## src/hw/rtc_event_params.svh

```systemverilog
// Summary of operation
// [RQ1] compare alarm date, hours, minutes, seconds with current time; match is alarm
// [RQ2] alarm field msb is match-select: 0 includes field, 1 excludes it
// [RQ3] all four match-selects set gives an alarm every second
// [RQ4] seconds only per minute, plus minutes hourly, plus hours daily, all exact
// [RQ5] alarm match sets the alarm flag in the flags register
// [RQ6] reading flags clears all flags, only after the read completes; the code clears only the bits that the read returned
// [RQ7] watchdog counts down on 32 Hz tick, halted while oscillator stopped
// [RQ8] at power up stored timeout loads the counter and counting starts
// [RQ9] writing the kick bit as 1 reloads the counter and restarts it
// [RQ10] counter reaching 0 sets watchdog flag and, if enabled, the pin
// [RQ11] timeout field D5-D0 writable only while write-lock bit is 0
// [RQ12] timeout value 0 disables the watchdog entirely
// [RQ13] watchdog, alarm and power-fail flags set by their own events
// [RQ14] on backup supply all host reads and writes are refused
// [RQ15] pin driven when any source has both flag and enable high
// [RQ16] enable 0 sets only the flag; enable 1 also drives the pin
// [RQ17] polarity 1 active high push-pull on main only; 0 open-drain low
// [RQ18] pulse-select 1 gives about 200 ms pulse; 0 holds until flags read
// [RQ19] in pulse mode a flags read ends the pulse at once
// [RQ20] in backup only alarm drives pin, and only when active low; an active-low pulse begun on main supply still runs out in backup
// [RQ21] interrupt control resets to 00h; 24h on power-on without battery
// [RQ22] host must not read flags while pin acts as host reset
// [RQ23] flag event in the same cycle as clearing read keeps flag set
`ifndef RTC_EVENT_PARAMS_SVH
`define RTC_EVENT_PARAMS_SVH

// ----------------------------------------------------------------
// register indices (byte address is four times the index)
// ----------------------------------------------------------------
`define IDX_FLAGS 15'h7FF0
`define IDX_ALARM_SEC 15'h7FF2
`define IDX_ALARM_MIN 15'h7FF3
`define IDX_ALARM_HOUR 15'h7FF4
`define IDX_ALARM_DATE 15'h7FF5
`define IDX_INT_CTRL 15'h7FF6
`define IDX_WDOG 15'h7FF7

// ----------------------------------------------------------------
// field positions
// ----------------------------------------------------------------
`define FLAG_WDOG_BIT 7
`define FLAG_ALARM_BIT 6
`define FLAG_PFAIL_BIT 5
`define WD_KICK_BIT 7
`define WD_LOCK_BIT 6
`define ALARM_MATCH_BIT 7

// ----------------------------------------------------------------
// reset values
// ----------------------------------------------------------------
`define FLAGS_RESET 3'h0
`define INT_CTRL_RESET 8'h00
`define INT_CTRL_NO_BATT 8'h24
`define ALARM_RESET 8'h00

// ----------------------------------------------------------------
// timing
// ----------------------------------------------------------------
`define CLOCK_KHZ 100000
`define INT_PULSE_MS 200

`endif

```

## src/hw/rtc_event_pkg.sv

```systemverilog
package rtc_event_pkg;

   // current time of day, bcd, as the clock counters present it
   typedef struct packed {
      logic [7:0] date;
      logic [7:0] hours;
      logic [7:0] minutes;
      logic [7:0] seconds;
   } time_of_day_t;

   // interrupt control layout
   typedef struct packed {
      logic watchdog_irq_en;
      logic alarm_irq_en;
      logic powerfail_irq_en;
      logic zero4;
      logic active_high;
      logic pulse_mode;
      logic [1:0] zero10;
   } int_ctrl_t;

   // interrupt pin driver state
   typedef enum logic [1:0] {
      PIN_IDLE = 2'b01,
      PIN_PULSE = 2'b10
   } pin_state_t;

   // asynchronous oscillator side inputs
   typedef struct packed {
      logic osc_running;
      logic tick_32hz;
      logic tick_1hz;
      logic vcc_low;
      logic on_backup;
   } osc_inputs_t;

endpackage

```

## src/hw/rtc_alarm_watchdog_irq.sv

```systemverilog
`timescale 1ns/10ps
`include "rtc_event_params.svh"

module rtc_alarm_watchdog_irq #(
   parameter int PULSE_CYCLES = `INT_PULSE_MS * `CLOCK_KHZ,
   parameter int TIMEOUT_WIDTH = 6
) (
   // clock and reset
   input wire logic clock,
   input wire logic reset,
   // apb slave
   input wire logic psel,
   input wire logic penable,
   input wire logic pwrite,
   input wire logic [16:0] paddr,
   input wire logic [31:0] pwdata,
   output logic [31:0] prdata,
   output logic pready,
   output logic pslverr,
   // oscillator and power monitor, asynchronous
   input wire rtc_event_pkg::osc_inputs_t osc_in,
   // time of day from the clock counters, stable within a second
   input wire rtc_event_pkg::time_of_day_t now,
   // straps sampled just after reset release
   input wire logic [TIMEOUT_WIDTH-1:0] stored_timeout,
   input wire logic battery_present,
   // interrupt pin
   output logic int_pin_out,
   output logic int_pin_oe,
   // flag status view
   output logic [2:0] flags_out
);
   import rtc_event_pkg::*;

   localparam int SYNC_W = $bits(osc_inputs_t);

   // ----------------------------------------------------------------
   // decoding
   // ----------------------------------------------------------------
   // register index from byte address; misaligned addresses never match
   function automatic logic hit(input logic [16:0] addr, input logic [14:0] idx);
      hit = (addr == {idx, 2'b00});
   endfunction

   // ----------------------------------------------------------------
   // input synchronisers
   // ----------------------------------------------------------------
   logic [SYNC_W-1:0] sync1;
   logic [SYNC_W-1:0] sync2;
   logic [SYNC_W-1:0] sync3;
   osc_inputs_t osc_q;
   osc_inputs_t osc_prev;

   // three stages; a level is accepted only once stage 2 and 3 agree
   always_ff @(posedge clock or posedge reset) begin
      if (reset) begin
         sync1 <= '0;
         sync2 <= '0;
         sync3 <= '0;
      end else begin
         sync1 <= osc_in;
         sync2 <= sync1;
         sync3 <= sync2;
      end
   end

   // filtered level per input bit
   genvar gi;
   generate
      for (gi = 0; gi < SYNC_W; gi++) begin : g_filter
         always_ff @(posedge clock or posedge reset) begin
            if (reset) begin
               osc_q[gi] <= 1'b0;
            end else if (sync2[gi] == sync3[gi]) begin
               osc_q[gi] <= sync3[gi];
            end
         end
      end
   endgenerate

   // previous filtered level for edge detection
   always_ff @(posedge clock or posedge reset) begin
      if (reset) begin
         osc_prev <= '0;
      end else begin
         osc_prev <= osc_q;
      end
   end

   logic second_edge;
   logic wd_tick;
   logic pfail_edge;
   logic backup;
   assign second_edge = osc_q.tick_1hz & ~osc_prev.tick_1hz;
   assign wd_tick = osc_q.tick_32hz & ~osc_prev.tick_32hz & osc_q.osc_running; // [RQ7]
   assign pfail_edge = osc_q.vcc_low & ~osc_prev.vcc_low;
   assign backup = osc_q.on_backup;

   // ----------------------------------------------------------------
   // power-up straps
   // ----------------------------------------------------------------
   logic started;

   // one cycle after release the straps are taken over
   always_ff @(posedge clock or posedge reset) begin
      if (reset) begin
         started <= 1'b0;
      end else begin
         started <= 1'b1;
      end
   end

   // ----------------------------------------------------------------
   // apb handshake
   // ----------------------------------------------------------------
   logic setup;
   logic done;
   logic wr_done;
   logic rd_done;
   logic refused;
   assign setup = psel & ~penable;
   assign done = psel & penable & pready;
   assign wr_done = done & pwrite & ~pslverr;
   assign rd_done = done & ~pwrite & ~pslverr;

   // unmapped address or backup supply both answer with an error
   assign refused = backup | ~(hit(paddr, `IDX_FLAGS) | hit(paddr, `IDX_ALARM_SEC)
      | hit(paddr, `IDX_ALARM_MIN) | hit(paddr, `IDX_ALARM_HOUR)
      | hit(paddr, `IDX_ALARM_DATE) | hit(paddr, `IDX_INT_CTRL)
      | hit(paddr, `IDX_WDOG)); // [RQ14]

   // one wait-free access phase; answer registered during setup
   always_ff @(posedge clock or posedge reset) begin
      if (reset) begin
         pready <= 1'b0;
         pslverr <= 1'b0;
      end else begin
         pready <= setup;
         pslverr <= setup & refused;
      end
   end

   // ----------------------------------------------------------------
   // alarm registers and comparator
   // ----------------------------------------------------------------
   logic [7:0] alarm_reg [4];
   logic [3:0] field_ok;
   logic [7:0] field_mask [4];
   logic [7:0] now_field [4];
   logic alarm_event;

   assign field_mask[0] = 8'h7F;
   assign field_mask[1] = 8'h7F;
   assign field_mask[2] = 8'h3F;
   assign field_mask[3] = 8'h3F;
   assign now_field[0] = now.seconds;
   assign now_field[1] = now.minutes;
   assign now_field[2] = now.hours;
   assign now_field[3] = now.date;

   // seconds, minutes, hours, date in index order 0..3
   generate
      for (gi = 0; gi < 4; gi++) begin : g_alarm
         always_ff @(posedge clock or posedge reset) begin
            if (reset) begin
               alarm_reg[gi] <= `ALARM_RESET;
            end else if (wr_done && hit(paddr, `IDX_ALARM_SEC + 15'(gi))) begin
               alarm_reg[gi] <= pwdata[7:0];
            end
         end
         // excluded field always agrees; masking applies per field alone
         assign field_ok[gi] = alarm_reg[gi][`ALARM_MATCH_BIT] // [RQ2] [RQ4]
            | ((alarm_reg[gi] & field_mask[gi]) == (now_field[gi] & field_mask[gi]));
      end
   endgenerate

   // checked once per new second, so a match fires once, all-ones every second
   assign alarm_event = second_edge & (&field_ok); // [RQ1] [RQ3]

   // ----------------------------------------------------------------
   // watchdog
   // ----------------------------------------------------------------
   logic [TIMEOUT_WIDTH-1:0] timeout;
   logic [TIMEOUT_WIDTH-1:0] wd_count;
   logic write_lock;
   logic wd_write;
   logic wd_kick;
   logic wd_event;
   assign wd_write = wr_done & hit(paddr, `IDX_WDOG);
   assign wd_kick = wd_write & pwdata[`WD_KICK_BIT];

   // timeout changes only while the lock bit held before this write is 0
   always_ff @(posedge clock or posedge reset) begin
      if (reset) begin
         timeout <= '0;
         write_lock <= 1'b0;
      end else if (!started) begin
         timeout <= stored_timeout; // [RQ8]
      end else if (wd_write) begin
         write_lock <= pwdata[`WD_LOCK_BIT];
         if (!write_lock) begin
            timeout <= pwdata[TIMEOUT_WIDTH-1:0]; // [RQ11]
         end
      end
   end

   // reload on kick or after expiry; zero timeout holds the counter idle
   always_ff @(posedge clock or posedge reset) begin
      if (reset) begin
         wd_count <= '0;
      end else if (!started) begin
         wd_count <= stored_timeout; // [RQ8]
      end else if (wd_kick) begin
         wd_count <= timeout; // [RQ9]
      end else if (wd_tick && timeout != '0) begin
         if (wd_count <= TIMEOUT_WIDTH'(1)) begin
            wd_count <= timeout;
         end else begin
            wd_count <= wd_count - TIMEOUT_WIDTH'(1); // [RQ7]
         end
      end
   end

   // expiry when the next tick takes the count to zero
   assign wd_event = started & ~wd_kick & wd_tick & (timeout != '0) // [RQ12]
      & (wd_count <= TIMEOUT_WIDTH'(1)); // [RQ10]

   // ----------------------------------------------------------------
   // interrupt control
   // ----------------------------------------------------------------
   int_ctrl_t int_ctrl;

   // without a battery the power-on value enables an active-low pulse
   always_ff @(posedge clock or posedge reset) begin
      if (reset) begin
         int_ctrl <= `INT_CTRL_RESET; // [RQ21]
      end else if (!started) begin
         int_ctrl <= battery_present ? `INT_CTRL_RESET : `INT_CTRL_NO_BATT; // [RQ21]
      end else if (wr_done && hit(paddr, `IDX_INT_CTRL)) begin
         int_ctrl <= pwdata[7:0] & 8'hEC;
      end
   end

   // ----------------------------------------------------------------
   // flags
   // ----------------------------------------------------------------
   logic [2:0] flags;
   logic [2:0] events;
   logic [2:0] next_flags;
   logic flags_read;
   assign events = {wd_event, alarm_event, pfail_edge}; // [RQ13]
   assign flags_read = rd_done & hit(paddr, `IDX_FLAGS);

   // clear only the bits the read returned, then let new events win
   always_comb begin
      next_flags = flags;
      if (flags_read) begin
         next_flags = flags & ~prdata[`FLAG_WDOG_BIT:`FLAG_PFAIL_BIT]; // [RQ6]
      end
      next_flags = next_flags | events; // [RQ5] [RQ23]
   end

   always_ff @(posedge clock or posedge reset) begin
      if (reset) begin
         flags <= `FLAGS_RESET;
         flags_out <= `FLAGS_RESET;
      end else begin
         flags <= next_flags;
         flags_out <= next_flags;
      end
   end

   // ----------------------------------------------------------------
   // read data
   // ----------------------------------------------------------------
   logic [7:0] read_byte;

   // kick bit reads back as zero; it only acts on write
   always_comb begin
      read_byte = 8'h00;
      if (hit(paddr, `IDX_FLAGS)) begin
         read_byte = {flags, 5'h00};
      end else if (hit(paddr, `IDX_INT_CTRL)) begin
         read_byte = int_ctrl;
      end else if (hit(paddr, `IDX_WDOG)) begin
         read_byte = {1'b0, write_lock, timeout};
      end else begin
         for (int i = 0; i < 4; i++) begin
            if (hit(paddr, `IDX_ALARM_SEC + 15'(i))) begin
               read_byte = alarm_reg[i];
            end
         end
      end
   end

   // data sampled at setup; refused reads return zero
   always_ff @(posedge clock or posedge reset) begin
      if (reset) begin
         prdata <= 32'h0000_0000;
      end else if (setup) begin
         prdata <= (refused | pwrite) ? 32'h0000_0000 : {24'h00_0000, read_byte}; // [RQ14]
      end
   end

   // ----------------------------------------------------------------
   // interrupt pin driver
   // ----------------------------------------------------------------
   logic [2:0] enables;
   logic [2:0] qualified;
   logic [2:0] new_qualified;
   logic pin_active;
   logic [31:0] pulse_count;
   pin_state_t pin_state;

   // in backup only the alarm may start a drive, and only the open-drain form; an open-drain pulse begun on main supply runs on
   always_comb begin
      enables = {int_ctrl.watchdog_irq_en, int_ctrl.alarm_irq_en,
         int_ctrl.powerfail_irq_en}; // [RQ16]
      if (backup) begin
         enables = int_ctrl.active_high ? 3'b000 : {1'b0, int_ctrl.alarm_irq_en, 1'b0}; // [RQ20]
      end
   end
   assign qualified = next_flags & enables; // [RQ15]
   assign new_qualified = events & enables;

   // pulse starts on a fresh qualified event; a flags read cuts it short
   always_ff @(posedge clock or posedge reset) begin
      if (reset) begin
         pin_state <= PIN_IDLE;
         pulse_count <= 32'h0000_0000;
      end else begin
         case (pin_state)
            PIN_IDLE: begin
               if (int_ctrl.pulse_mode && (|new_qualified)) begin
                  pin_state <= PIN_PULSE; // [RQ18]
                  pulse_count <= 32'(PULSE_CYCLES - 1);
               end
            end
            PIN_PULSE: begin
               if (flags_read || !int_ctrl.pulse_mode || pulse_count == 32'h0000_0000) begin
                  pin_state <= PIN_IDLE; // [RQ19]
               end else begin
                  pulse_count <= pulse_count - 32'h0000_0001;
               end
            end
            default: begin
               pin_state <= PIN_IDLE;
            end
         endcase
      end
   end

   // level mode follows qualified flags until the clearing read
   always_comb begin
      if (int_ctrl.pulse_mode) begin
         pin_active = (pin_state == PIN_PULSE) & ~flags_read & (pulse_count != 32'h0000_0000);
      end else begin
         pin_active = |qualified; // [RQ18]
      end
   end

   // push-pull high only on main supply; open-drain pulls low when active
   always_ff @(posedge clock or posedge reset) begin
      if (reset) begin
         int_pin_out <= 1'b0;
         int_pin_oe <= 1'b0;
      end else if (int_ctrl.active_high) begin
         int_pin_out <= pin_active & ~backup; // [RQ17]
         int_pin_oe <= ~backup;
      end else begin
         int_pin_out <= 1'b0; // [RQ17]
         int_pin_oe <= pin_active;
      end
   end

endmodule

```

## config.mk

```make
export PLATFORM = sky130hd
export DESIGN_NAME = rtc_alarm_watchdog_irq
export DESIGN_NICKNAME = d
export VERILOG_FILES = /design/src/hw/rtc_event_pkg.sv /design/src/hw/rtc_alarm_watchdog_irq.sv
export VERILOG_INCLUDE_DIRS = /design/src /design/src/hw
export SDC_FILE = /design/constraint.sdc
export NUM_CORES = 1
export LEC_CHECK = 0
export BUFFER_PORTS_ARGS = -buffer_cell sky130_fd_sc_hd__buf_2
export CORE_UTILIZATION = 60
export CTS_BUF_LIST = sky130_fd_sc_hd__clkbuf_2 sky130_fd_sc_hd__clkbuf_4 sky130_fd_sc_hd__clkbuf_8
export CTS_CLUSTER_DIAMETER = 120
export CTS_CLUSTER_SIZE = 10
export DETAILED_ROUTE_END_ITERATION = 7
export GPL_TIMING_DRIVEN = 0
export PLACE_DENSITY = 0.9
export SLEW_MARGIN = 20
export SYNTH_ARGS = -nofsm -noshare
export SYNTH_HDL_FRONTEND = slang
export SYNTH_SLANG_ARGS = --single-unit
```

## constraint.sdc

```tcl
create_clock -name clock -period 11.38 [get_ports clock]
set_input_delay 1.138 -clock clock [delete_from_list [all_inputs] [get_ports clock]]
set_output_delay 1.138 -clock clock [all_outputs]
set_load 0.01 [all_outputs]
```

# After elaboration in Yosys (flattened, before gate mapping)
# Cells that the tools add are included.
totals:
  reg_bits: 150
  latch_bits: 0
  ram_bits: 0
  rom_bits: 0
  input_bits: 98
  out_inout_bits: 39
  memories: 0
classes:
  addsub: 2
  multipliers: 0
  div: 0
  magnitude_cmp: 1
  eq_ne: 25
  shifts: 0
  mux: 30
  bitwise: 50
  n_reduce_logical: 21
op_table:
  columns: ["operator", "n"]
  rows:
  - ["== test 17 bit, second input constant", 7]
  - ["2-to-1 mux 8 bit", 10]
  - ["2-to-1 mux 32 bit", 2]
  - ["one-hot mux 32 bit (2 select lines)", 1]
  - ["2-to-1 mux 6 bit", 8]
  - ["zero test 32 bit", 1]
  - ["nonzero test 32 bit", 1]
  - ["subtractor 32 x 1 -> 32 bit, second input constant", 1]
  - ["AND 1 bit", 23]
  - ["== test 7 bit", 2]
  - ["== test 6 bit", 2]
  - ["OR 1 bit", 12]
  - ["NOT 1 bit", 10]
  - ["AND 3 bit", 3]
  - ["inequality test 2 bit, second input constant", 4]
  - ["logical AND 1 bit", 7]
  - ["<= comparator 6 x 1 -> 1 bit, second input constant", 1]
  - ["2-to-1 mux 2 bit", 3]
  - ["2-to-1 mux 3 bit", 2]
  - ["AND reduction 2 bit", 3]
  - ["nonzero test 6 bit", 1]
  - ["OR reduction 3 bit", 2]
  - ["subtractor 6 x 1 -> 6 bit, second input constant", 1]
  - ["== test 1 bit", 5]
  - ["13 further kinds", 17]

# Depth between registers and ports, before layout
# Gate-level depths: netlist (run 1).
logic_depth:
  depth_word: 17
  ltp_mapped: 10
  depth_no_buf: 8

# Least setup slack after synthesis (run 1)
# Ideal clock, no wire load.
synth_timing:
  path_type: "input -> register"
  from: "input port paddr[0]"
  to: "register pulse_count[16]"
  t_arrival_ps: 3019
  path_slack_ps: 8228
  path_stages: 8
  path_cell_list: "nand4b_1 or4_1 clkbuf_1 o2111ai_1 o21ai_1 a22oi_1 buf_2 o211ai_1"
synth_between:
  elab_chain_cells: 13
synth_lines:
  columns: ["element", "line_no", "rtl"]
  rows:
  - ["start: declaration", "rtc_alarm_watchdog_irq.sv:15", "input wire logic [16:0] paddr,"]
  - ["== test 17 bit", "rtc_alarm_watchdog_irq.sv:42", "hit = (addr == {idx, 2'b00});"]
  - ["AND 1 bit", "rtc_alarm_watchdog_irq.sv:189", "assign wd_write = wr_done & hit(paddr, `IDX_WDOG);"]
  - ["AND 1 bit", "rtc_alarm_watchdog_irq.sv:190", "assign wd_kick = wd_write & pwdata[`WD_KICK_BIT];"]
  - ["NOT 1 bit", "rtc_alarm_watchdog_irq.sv:225", "assign wd_event = started & ~wd_kick & wd_tick & (timeout != '0)"]
  - ["AND 1 bit (3 in a row)", "rtc_alarm_watchdog_irq.sv:225", null]
  - ["AND 1 bit", "rtc_alarm_watchdog_irq.sv:226", "& (wd_count <= TIMEOUT_WIDTH'(1));"]
  - ["AND 3 bit", "rtc_alarm_watchdog_irq.sv:324", "assign new_qualified = events & enables;"]
  - ["OR reduction 3 bit", "rtc_alarm_watchdog_irq.sv:334", "if (int_ctrl.pulse_mode && (|new_qualified)) begin"]
  - ["logical AND 1 bit", "rtc_alarm_watchdog_irq.sv:334", null]
  - ["inequality test 2 bit (no line)", null, null]
  - ["AND reduction 3 bit (no line) *", null, null]
  - ["end signal: assignment", "rtc_alarm_watchdog_irq.sv:336", "pulse_count <= 32'(PULSE_CYCLES - 1);"]
  - ["end signal: assignment", "rtc_alarm_watchdog_irq.sv:343", "pulse_count <= pulse_count - 32'h0000_0001;"]
  - ["end: declaration", "rtc_alarm_watchdog_irq.sv:312", "logic [31:0] pulse_count;"]
# Mark *: on every way between the ends. The rest lies on a longest branch, timed or not.
# A chain may end at the register's enable or synchronous reset.

# Worst setup path after layout (run 1)
layout_timing:
  from: "input port now[26] in the netlist's numbering"
  to: "register pulse_count[30]"
layout_between:
  elab_chain_cells: 9
layout_lines:
  columns: ["element", "line_no", "rtl"]
  rows:
  - ["start: declaration", "rtc_alarm_watchdog_irq.sv:23", "input wire rtc_event_pkg::time_of_day_t now,"]
  - ["== test 6 bit", "rtc_alarm_watchdog_irq.sv:173", "| ((alarm_reg[gi] & field_mask[gi]) == (now_field[gi] & field_mask[gi]));"]
  - ["OR 1 bit", "rtc_alarm_watchdog_irq.sv:172", "assign field_ok[gi] = alarm_reg[gi][`ALARM_MATCH_BIT]"]
  - ["AND reduction 4 bit", "rtc_alarm_watchdog_irq.sv:178", "assign alarm_event = second_edge & (&field_ok);"]
  - ["AND 1 bit", "rtc_alarm_watchdog_irq.sv:178", null]
  - ["AND 3 bit", "rtc_alarm_watchdog_irq.sv:324", null]
  - ["OR reduction 3 bit", "rtc_alarm_watchdog_irq.sv:334", null]
  - ["logical AND 1 bit", "rtc_alarm_watchdog_irq.sv:334", null]
  - ["inequality test 2 bit (no line)", null, null]
  - ["AND reduction 3 bit (no line)", null, null]
# Every way passes these cells.

==> results of run 1 <==
## kinds of logic (layout without fill, tap and decap cells)
family | count (synthesis) | after routing | synth area share
AOI/OAI and AO/OA | 100 | 100 | 0.105
buffers and inverters | 57 | 167 | 0.0485
xor gates and xnor gates | 48 | 48 | 0.0660
muxes | 55 | 55 | 0.0992
DFF | 123 | 123 | 0.484
and+or+nand+nor | 216 | 216 | 0.183
other | 2 | 25 | 0.00118
adders and majority gates | 8 | 8 | 0.0138
## synthesized netlist by cell type (all sizes together) (2+ instances only)
cell      n  area share
dfrtp   122        0.48
nor2     53       0.032
nand2    46       0.027
mux2     35       0.062
buf      32       0.034
xnor2    27       0.037
o21ai    26       0.020
a21oi    21       0.017
xor2     21       0.029
nor3     19       0.017
nor4     19       0.025
nand3    18       0.014
mux2i    17       0.027
inv      13      0.0077
clkbuf   12      0.0071
a31oi    10      0.0098
o211ai   10       0.012
or4       9       0.011
nand2b    8      0.0079
nand4b    8       0.011
nand4     7      0.0069
nor2b     7      0.0069
or3       7      0.0069
maj3      5      0.0079
nand3b    5      0.0059
a22o      4      0.0055
and2      4      0.0039
a22oi     3      0.0035
a41oi     3      0.0041
ha        3      0.0059
mux4      3       0.011
a31o      2      0.0041
a32oi     2      0.0028
and3b     2      0.0028
conb      2      0.0012
o21bai    2      0.0024
o31ai     2      0.0024
o41ai     2      0.0028
## stage by stage
stage	worst slack, ps	area, um^2	util	hold WS, ps	instances
floorplan	6970	6450	-	331	632
CTS	7750	7430	0.719	351	878
finish	7730	7430	0.719	352	878
global route	7650	7430	0.719	353	878
global placement	5830	7020	0.680	334	848
detailed placement	7360	7060	0.684	340	849
## per-layer routing
layer / vias to the layer above / part of all wire / track usage
met5: - / 0 / 0
met4: 0 / 0.040 / 0.156
met3: 66 / 0.078 / 0.0692
met2: 280 / 0.49 / 0.506
met1: 2560 / 0.39 / 0.382
li1: 2399 / - / -
## critical path, cell delays in order
cell,delay [ps]
buf_2,100
xor2_1,130
nor4_1,480
a31oi_1,150
nor4_1,910
a22o_1,230
buf_2,250
buf_1,450
nor2_1,110
## final timing paths
path | start | end | slack [ps] | depth (start not counted)
max | now[26] | pulse_count[30] | 7730 | 9
min | sync1[0] | sync2[0] | 350 | 0
max reg2reg | alarm_reg[2] | pulse_count[30] | 8080 | 8
min reg2reg | sync1[0] | sync2[0] | 350 | 0
max in group asynchronous | reset | pin_state[0] | 9920 | 3
min in group asynchronous | reset | alarm_reg[30] | 740 | 2
## layout make-up
cell class,count,share of cell area
clock buffer,27,0.0450
multi-input combinational,452,0.413
tap,136,0.0229
sequential,123,0.415
timing repair buffer,81,0.0576
inverter,13,0.00725
buffer,44,0.0350
clock inverter,2,0.00472
## power breakdown
| part | switching, mW | total [mW] | leakage [nW] | internal, mW |
|---|---|---|---|---|
| logic | 0.0632 | 0.113 | 1.61 | 0.0495 |
| clock network | 0.162 | 0.368 | 0.197 | 0.207 |
| registers | 0.0258 | 0.488 | 1.53 | 0.463 |
==> out/metrics.yaml, run 1 <==
synthesis:
  async_reset_ff_frac: 1.00
  synth_cells: 609
  synth_area_per_cell_um2: 10.5
  ys_warn_count: 0
  synth-seq-cells: 123
  ys_seq_area_frac: 0.484
  syn-cell-area_um2: 6370
  synth_edf_count: 0
  ys_dominant_reg_cell: "dfrtp_1"
  ys_types: 65
sta:
  setup_viol: 0
  fin_skew_ps: 9.66
  finalCritPeriodShare: 0.321
  period_minus_slack_ps: 3650
  finalHoldViolCount: 0
  slew_headroom: 0.216
  worst_slew_pin_slew_ps: 1170
  slew_violations: 0
  setup_tns_ps: 0
  fmax_mhz: 274
  rsz0062_at_grt: "no"
die:
  fp.dieH_um: 105
  dieArea_um2: 11000
  die_x_um: 105
  io_pins: 137
  placementRows: 37
  start_util: 0.617
  core-area_um2: 10300
power_and_ir_drop:
  power_uw: 970
  ir_worst_vdd_v: 0.000102
  power.density_nw_per_um2: 131
  leakage_nw: 3.33
hold_path:
  hp-class: "register to register"
run_status:
  outcome: "finished clean"
clocking:
  cts_root_buffer: "clkbuf_8"
  cts_setup_buffers: 0
  h-tree-depth: 4
  cts_made_buffers: 17
  cts-resized-gates: 0
  cts_buffer_depth: 2
  cts_num_sinks: 123
  holdBufCountCts: 0
  clkLatencyLatePin_ps: 440
  clkTransAtPathRegs_ps: 70
  cts_tree: "done"
placed_design:
  dp_hpwl_um: 11400
  gp_congestion: 0.880
  io_buffers: 80
drt:
  drtIter0Drc: 476
  wl_per_cell_um: 18.3
  firstDrtPassIters: 5
  route.detailed.drc: 0
  vias: 5305
  vias_per_cell: 6.04
  ant_nets: 0
  wl_um: 16100
cells_and_area:
  syn2layout_area_growth_pct: 16.6
  final_common_cell: "dfrtp_1"
  seq_area_um2: 3080
  nets: 833
  final_cell_mix: "dfrtp_1, buf_2, nor2_1, nand2_1, mux2_2"
  multiInputGateArea_um2: 3070
  fillCellCount: 697
  diodes: 0
  drive_above_1_share: 0.257
setup_path:
  cp_max_fo: 10
  required_ps: 11690
  start_kind: "input port"
  critPathArrivalTime_ps: 3960
  worstSetupPathType: "input port to register"
  cp-end-kind: "register"
global_route:
  antenna_found_initial: 0
  globalRouteOverflowTotal: 0
  first_global_vias: 5340
  grt_pass1_wl_um: 26000
  grt_usage: 0.308
  grt_max_degree: 73
job:
  drv_cap: 0
No activity file was read; power rests on OpenSTA's default activity.
==> inputs of run 2 (changes only) <==
CORE_UTILIZATION = 57   (was 60)
PLACE_DENSITY = 0.86   (was 0.9)
clock period = 3.6 ns   (was 11.38 ns; I/O delays follow)
==> run 2 against run 1 <==
  * The flow now finishes with violations (negative hold slack)
  * Clock skew rose by 1.5 ps
  * Worst hold slack worse by 370 ps
  * Global-route usage down 1.8 points
  * Die area is 5.2% higher
  * Sequential power rose to 3.2 times the previous value
  * Sequential cell count unchanged
  * Worst setup slack got worse by 7200 ps
  * Sequential share of layout area decreased by 0.40 points
  * Largest power group unchanged
==> out/metrics.yaml, run 2 (synthesized netlist as in run 1, its figures left out) <==
run_status:
  outcome: "finished with violations"
  violations: "negative hold slack"
power_and_ir_drop:
  power.density_nw_per_um2: 422  # +220%
  p_comb_frac: 0.113  # -0.003
  p_sw_frac: 0.255  # -0.00342
  intPower_mw: 2.35  # +230%
  seqPwrFrac: 0.488  # -0.016
  p_sw_uw: 807  # +220%
  pwr-share-clk: 0.399  # +0.019
  ir_worst_vdd_v: 0.000328  # +220%
  leakage_nw: 3.37  # +0.98%
clocking:
  cts_made_buffers: 17  # unchanged
  cts_setup_buffers: 0  # unchanged
  holdBufCountCts: 0  # unchanged
  cts_tree: "done"
  cts_num_sinks: 123  # unchanged
  cts_buffer_depth: 2  # unchanged
  cts_root_buffer: "clkbuf_8"
  h-tree-depth: 4  # unchanged
  clkLatencyLatePin_ps: 450  # about the same
  clkTransAtPathRegs_ps: 70  # about the same
  cts-resized-gates: 0  # unchanged
drt:
  wl_per_cell_um: 17.9  # -2.4%
  ant_nets: 0  # unchanged
  drtIter0Drc: 560  # +18%
  firstDrtPassIters: 5  # unchanged
  wl_um: 15900  # -1.4%
  vias: 5312  # +0.13%
  vias_per_cell: 5.99  # -0.88%
  route.detailed.drc: 0  # unchanged
global_route:
  globalRouteOverflowTotal: 0  # unchanged
  grt_max_degree: 37  # -49%
  grt.busiest_layer: "met2"
  grt_usage: 0.289  # -0.0182
  antenna_found_initial: 0  # unchanged
  met3_usage: 0.0642  # -0.00508
  grt_use_met2: 0.451  # -0.0551
  first_global_vias: 5014  # -6.1%
  grt_pass1_wl_um: 25300  # -2.6%
  use_met1: 0.402  # +0.0196
setup_path:
  worstSetupPathType: "register to register"
  crit_start: "alarm_reg[4]"
  critPathArrivalTime_ps: 3380  # -580 ps
  start_kind: "register"
  critPathSlowestCell: "nor4_1"
  required_ps: 3910  # -7780 ps
  path_common_cell: "nor4_1"
  critPathTopFamily: "simple AND/OR/NAND/NOR gates"
  crit_buf_inv: 2  # -1
  critPathMaxStageDelay_ps: 750  # -160 ps
  cp-end-kind: "register"
  worstPathCellList: "xor2_1 -> nor4_1 -> a31oi_1 -> nor4_1 -> a22o_1 -> buf_2 -> buf_1 -> nor2_1"
  rr_startpoint: "alarm_reg[4]"
  cp_max_fo: 10  # unchanged
die:
  die_x_um: 108  # +2.5%
  core-area_um2: 10800  # +5.0%
  start_util: 0.587  # -0.0294
  placementRows: 38  # +2.7%
  fp.dieH_um: 108  # +2.5%
  io_pins: 137  # unchanged
  dieArea_um2: 11600  # +5.2%
sta:
  setup_slack_ps: 531  # -7200 ps
  rsz0062_at_grt: "no"
  fmax_mhz: 326
  fin_skew_ps: 11.1  # +1.48 ps
  setup_tns_ps: 0  # unchanged
  period_minus_slack_ps: 3070
  setup_viol: 0  # unchanged
  finalCritPeriodShare: 0.853
  finalHoldViolCount: 25  # +25
  worst_slew_pin_slew_ps: 1030  # -134 ps
  slew_headroom: 0.306  # +0.0897
  slew_violations: 0  # unchanged
  fin_hold_ws_ps: -14.9  # -367 ps
cells_and_area:
  diodes: 0  # unchanged
  design_area_um2: 7500  # +0.98%
  final_common_cell: "dfrtp_1"
  syn2layout_area_growth_pct: 17.8
  final_cell_mix: "dfrtp_1, buf_2, nor2_1, nand2_1, mux2_2"
  drive_above_1_share: 0.262  # +0.00497
  nets: 835  # +0.24%
  fin_cells: 887  # +1.0%
placed_design:
  place_area_um2: 7090  # +0.51%
  pre_cts_slack_ps: 503  # -6860 ps
  gp_congestion: 0.922  # +4.8%
  place_inst: 855  # +0.71%
  dp_hpwl_um: 11600  # +1.9%
  io_buffers: 80  # unchanged
job:
  drv_cap: 0  # unchanged
hold_path:
  hp-class: "input port to async pin"
## run 2: changes by cell type in the layout (fill, tap and decap cells not counted), sizes merged
cell      before  now
bufinv         1    3
buf          113  115
clkbuf        39   35
clkinv         1    6
inv           13   12
clkinvlp       0    1
## run 2: area by class of cell
class / instances / area [um^2]
Clock buffer: 23 / 285
Tap cell: 140 / 175
Sequential cell: 123 / 3080
Fill cell: 806 / 3340
Timing Repair Buffer: 83 / 460
Buffer: 44 / 260
Inverter: 13 / 52.6
Multi-Input combinational cell: 452 / 3070
Clock inverter: 9 / 120
## run 2: power by group through the flow
stage / clock network (mW) / registers [mW] / logic [mW]
6_report: 1.26 / 1.54 / 0.358
5_1_grt: 1.33 / 1.55 / 0.397
4_1_cts: 1.26 / 1.54 / 0.356
3_5_place_dp: 0 / 1.56 / 0.352
3_3_place_gp: 0 / 1.56 / 0.332
2_1_floorplan: 0 / 1.54 / 0.241
## run 2: worst reg2reg max path, cell delays in order, from the launching register on
cell     delay (ps)
dfrtp_1         420
xor2_1          180
nor4_1          400
a31oi_1         140
nor4_1          750
a22o_1          220
buf_2           250
buf_1           450
nor2_1          130
## run 2: stage by stage
stage / power [mW] / util
2_1_floorplan: 1.78 / -
3_5_place_dp: 1.92 / 0.654
3_3_place_gp: 1.89 / 0.649
5_1_grt: 3.28 / 0.692
4_1_cts: 3.16 / 0.692
6_report: 3.16 / 0.692
## run 2: metal layers
metal | routed length (um) | share of wire
met5 | 0 | 0
met3 | 1480 | 0.094
met1 | 6750 | 0.43
met4 | 283 | 0.018
met2 | 7350 | 0.46
## run 2: path summary, 6_finish.rpt
path / to / slack [ps] / depth (start not counted)
max in group asynchronous: osc_prev[1] / 2820 / 4
min: osc_prev[3] / -10 / 2
max reg2reg: pulse_count[22] / 530 / 8
max: pulse_count[22] / 530 / 8
min reg2reg: sync2[1] / 350 / 0
min in group clock: sync1[4] / 10 / 1
==> inputs of run 3 (changes only) <==
CORE_UTILIZATION = 50   (was 57)
PLACE_DENSITY = 0.77   (was 0.86)
==> run 3 against run 2 <==
  * The flow now finishes without violations
  * Power fell by 1.7%
  * Final cell count grew 3.8%
  * Sequential power about the same
  * Non-clock buffer count increased by 6
  * Die area is 14% higher
  * Global-route usage down 2.7 points
  * Utilization down 6.9 points
  * Routed wire length increased by 0.64%
  * Critical path type unchanged
==> out/metrics.yaml, run 3 (synthesized netlist as in run 1, its figures left out) <==
global_route:
  grt_max_degree: 34  # -8.1%
  antenna_found_initial: 0  # unchanged
  grt_usage: 0.262  # -0.0275
  grt_pass1_wl_um: 26200  # +3.3%
  first_global_vias: 5185  # +3.4%
  globalRouteOverflowTotal: 0  # unchanged
power_and_ir_drop:
  leakage_nw: 3.39  # +0.54%
  power.density_nw_per_um2: 409  # -3.0%
  power_mw: 3.11  # -1.7%
  ir_worst_vdd_v: 0.000308  # -6.3%
placed_design:
  dp_hpwl_um: 11900  # +3.1%
  io_buffers: 80  # unchanged
  pre_cts_slack_ps: 434  # -68.6 ps
  place_area_um2: 7160  # +0.88%
  gp_congestion: 0.869  # -5.7%
die:
  start_util: 0.521  # -0.0660
  io_pins: 137  # unchanged
  die_x_um: 115  # +6.6%
  dieArea_um2: 13200  # +14%
  fp.dieH_um: 115  # +6.6%
  placementRows: 40  # +5.3%
  core-area_um2: 12200  # +13%
drt:
  wl_per_cell_um: 17.3  # -3.1%
  wl_um: 16000  # +0.64%
  wl_met1_um: 7110  # +5.3%
  vias_per_cell: 5.72  # -4.5%
  route.detailed.drc: 0  # unchanged
  top_layer_used: "met4"
  routed-wl-met2_um: 7200  # -2.0%
  vias: 5265  # -0.88%
  ant_nets: 0  # unchanged
  wl_met3_um: 1260  # -15%
  firstDrtPassIters: 5  # unchanged
  drtIter0Drc: 402  # -28%
cells_and_area:
  drive_above_1_share: 0.262  # -0.000763
  syn2layout_area_growth_pct: 19.3
  fin_util: 0.622  # -0.0695
  final_common_cell: "dfrtp_1"
  design_area_um2: 7600  # +1.3%
  diodes: 0  # unchanged
  nets: 841  # +0.72%
  final_cell_mix: "dfrtp_1, buf_2, nor2_1, nand2_1, mux2_2"
  fillCellCount: 1032  # +28%
setup_path:
  start_kind: "register"
  cp-end-kind: "register"
  worstPathCellList: "xor2_1 -> nor4_1 -> a41oi_1 -> nor4_1 -> a22o_1 -> buf_2 -> buf_1 -> nor2_1"
  critPathSlowestCell: "nor4_1"
  critPathArrivalTime_ps: 3540  # +160 ps
  required_ps: 3910  # about the same
  critPathTopFamily: "simple AND/OR/NAND/NOR gates"
  cp_max_fo: 10  # unchanged
  crit_buf_inv: 2  # unchanged
  path_common_cell: "nor4_1"
  worstSetupPathType: "register to register"
  critPathMaxStageDelay_ps: 800  # +50 ps
sta:
  finalHoldViolCount: 0  # -100%
  fmax_mhz: 310  # -4.9%
  setup_slack_ps: 372  # -159 ps
  slew_violations: 0  # unchanged
  rsz0062_at_grt: "no"
  setup_viol: 0  # unchanged
  setup_tns_ps: 0  # unchanged
  period_minus_slack_ps: 3230  # +159 ps
  slew_headroom: 0.296  # -0.0101
  worst_slew_pin_slew_ps: 1050  # +15.0 ps
  fin_skew_ps: 8.59  # -2.55 ps
  finalCritPeriodShare: 0.897  # +0.0442
clocking:
  cts_root_buffer: "clkbuf_8"
  cts-resized-gates: 0  # unchanged
  cts_buffer_depth: 2  # unchanged
  clkLatencyLatePin_ps: 460  # about the same
  h-tree-depth: 4  # unchanged
  cts_made_buffers: 17  # unchanged
  cts_num_sinks: 123  # unchanged
  clkTransAtPathRegs_ps: 70  # about the same
  cts_tree: "done"
job:
  drv_cap: 0  # unchanged
hold_path:
  hp-class: "input port to register"
run_status:
  outcome: "finished clean"
-- run 3: cell count changes in the layout (fill, tap and decap cells not counted) --
cell and delta:
dlygate4sd3_1 +5, buf_16 +1, clkbuf_4 -1, clkbuf_8 +4
bufinv_16 -2, clkinvlp_4 +2, clkinv_2 -3
-- run 3: layer usage --
layer,global-route usage,vias to the layer above
met5,0,-
met4,0.112,0
met3,0.0675,45
met2,0.399,254
met1,0.356,2556
li1,-,2410
-- run 3: what timing repair did --
| action | 4_1_cts | 5_1_grt |
|---|---|---|
| hold endpoints to repair | 21 | 0 |
| hold buffers | 5 | 0 |
| setup buffers | 0 | 0 |
-- run 3: final timing paths --
path                               start         endpoint  slack [ps]  depth (start not counted)
max                        alarm_reg[16]  pulse_count[29]         370                          8
min in group asynchronous          reset         sync3[3]         480                          3
max in group asynchronous          reset         sync2[1]        2380                          5
min                            osc_in[2]         sync1[2]          30                          1
min reg2reg                     sync1[3]         sync2[3]         350                          0
max reg2reg                alarm_reg[16]  pulse_count[29]         370                          8
-- run 3: cell type report --
type	count	area, um^2	share of cell area
Multi-Input combinational cell	452	3070	0.403
Inverter	13	52.6	0.00692
Buffer	44	260	0.0343
Tap cell	168	210	0.0277
Clock buffer	26	333	0.0438
Clock inverter	6	60.1	0.00790
Sequential cell	123	3080	0.405
Timing Repair Buffer	89	538	0.0708
-- run 3: metrics by stage --
step	hold slack (ps)	cells
after global placement	332	880
after floorplan	331	632
after global routing	10.8	921
after CTS	9.68	921
after detailed placement	336	884
final	26.6	921
-- run 3: power by group --
| part | internal, mW | leakage (nW) | switching [mW] | total [mW] |
|---|---|---|---|---|
| Combinational | 0.167 | 1.65 | 0.200 | 0.366 |
| Sequential | 1.46 | 1.53 | 0.0796 | 1.54 |
| Clock | 0.664 | 0.203 | 0.537 | 1.20 |
| Total | 2.29 | 3.39 | 0.816 | 3.11 |
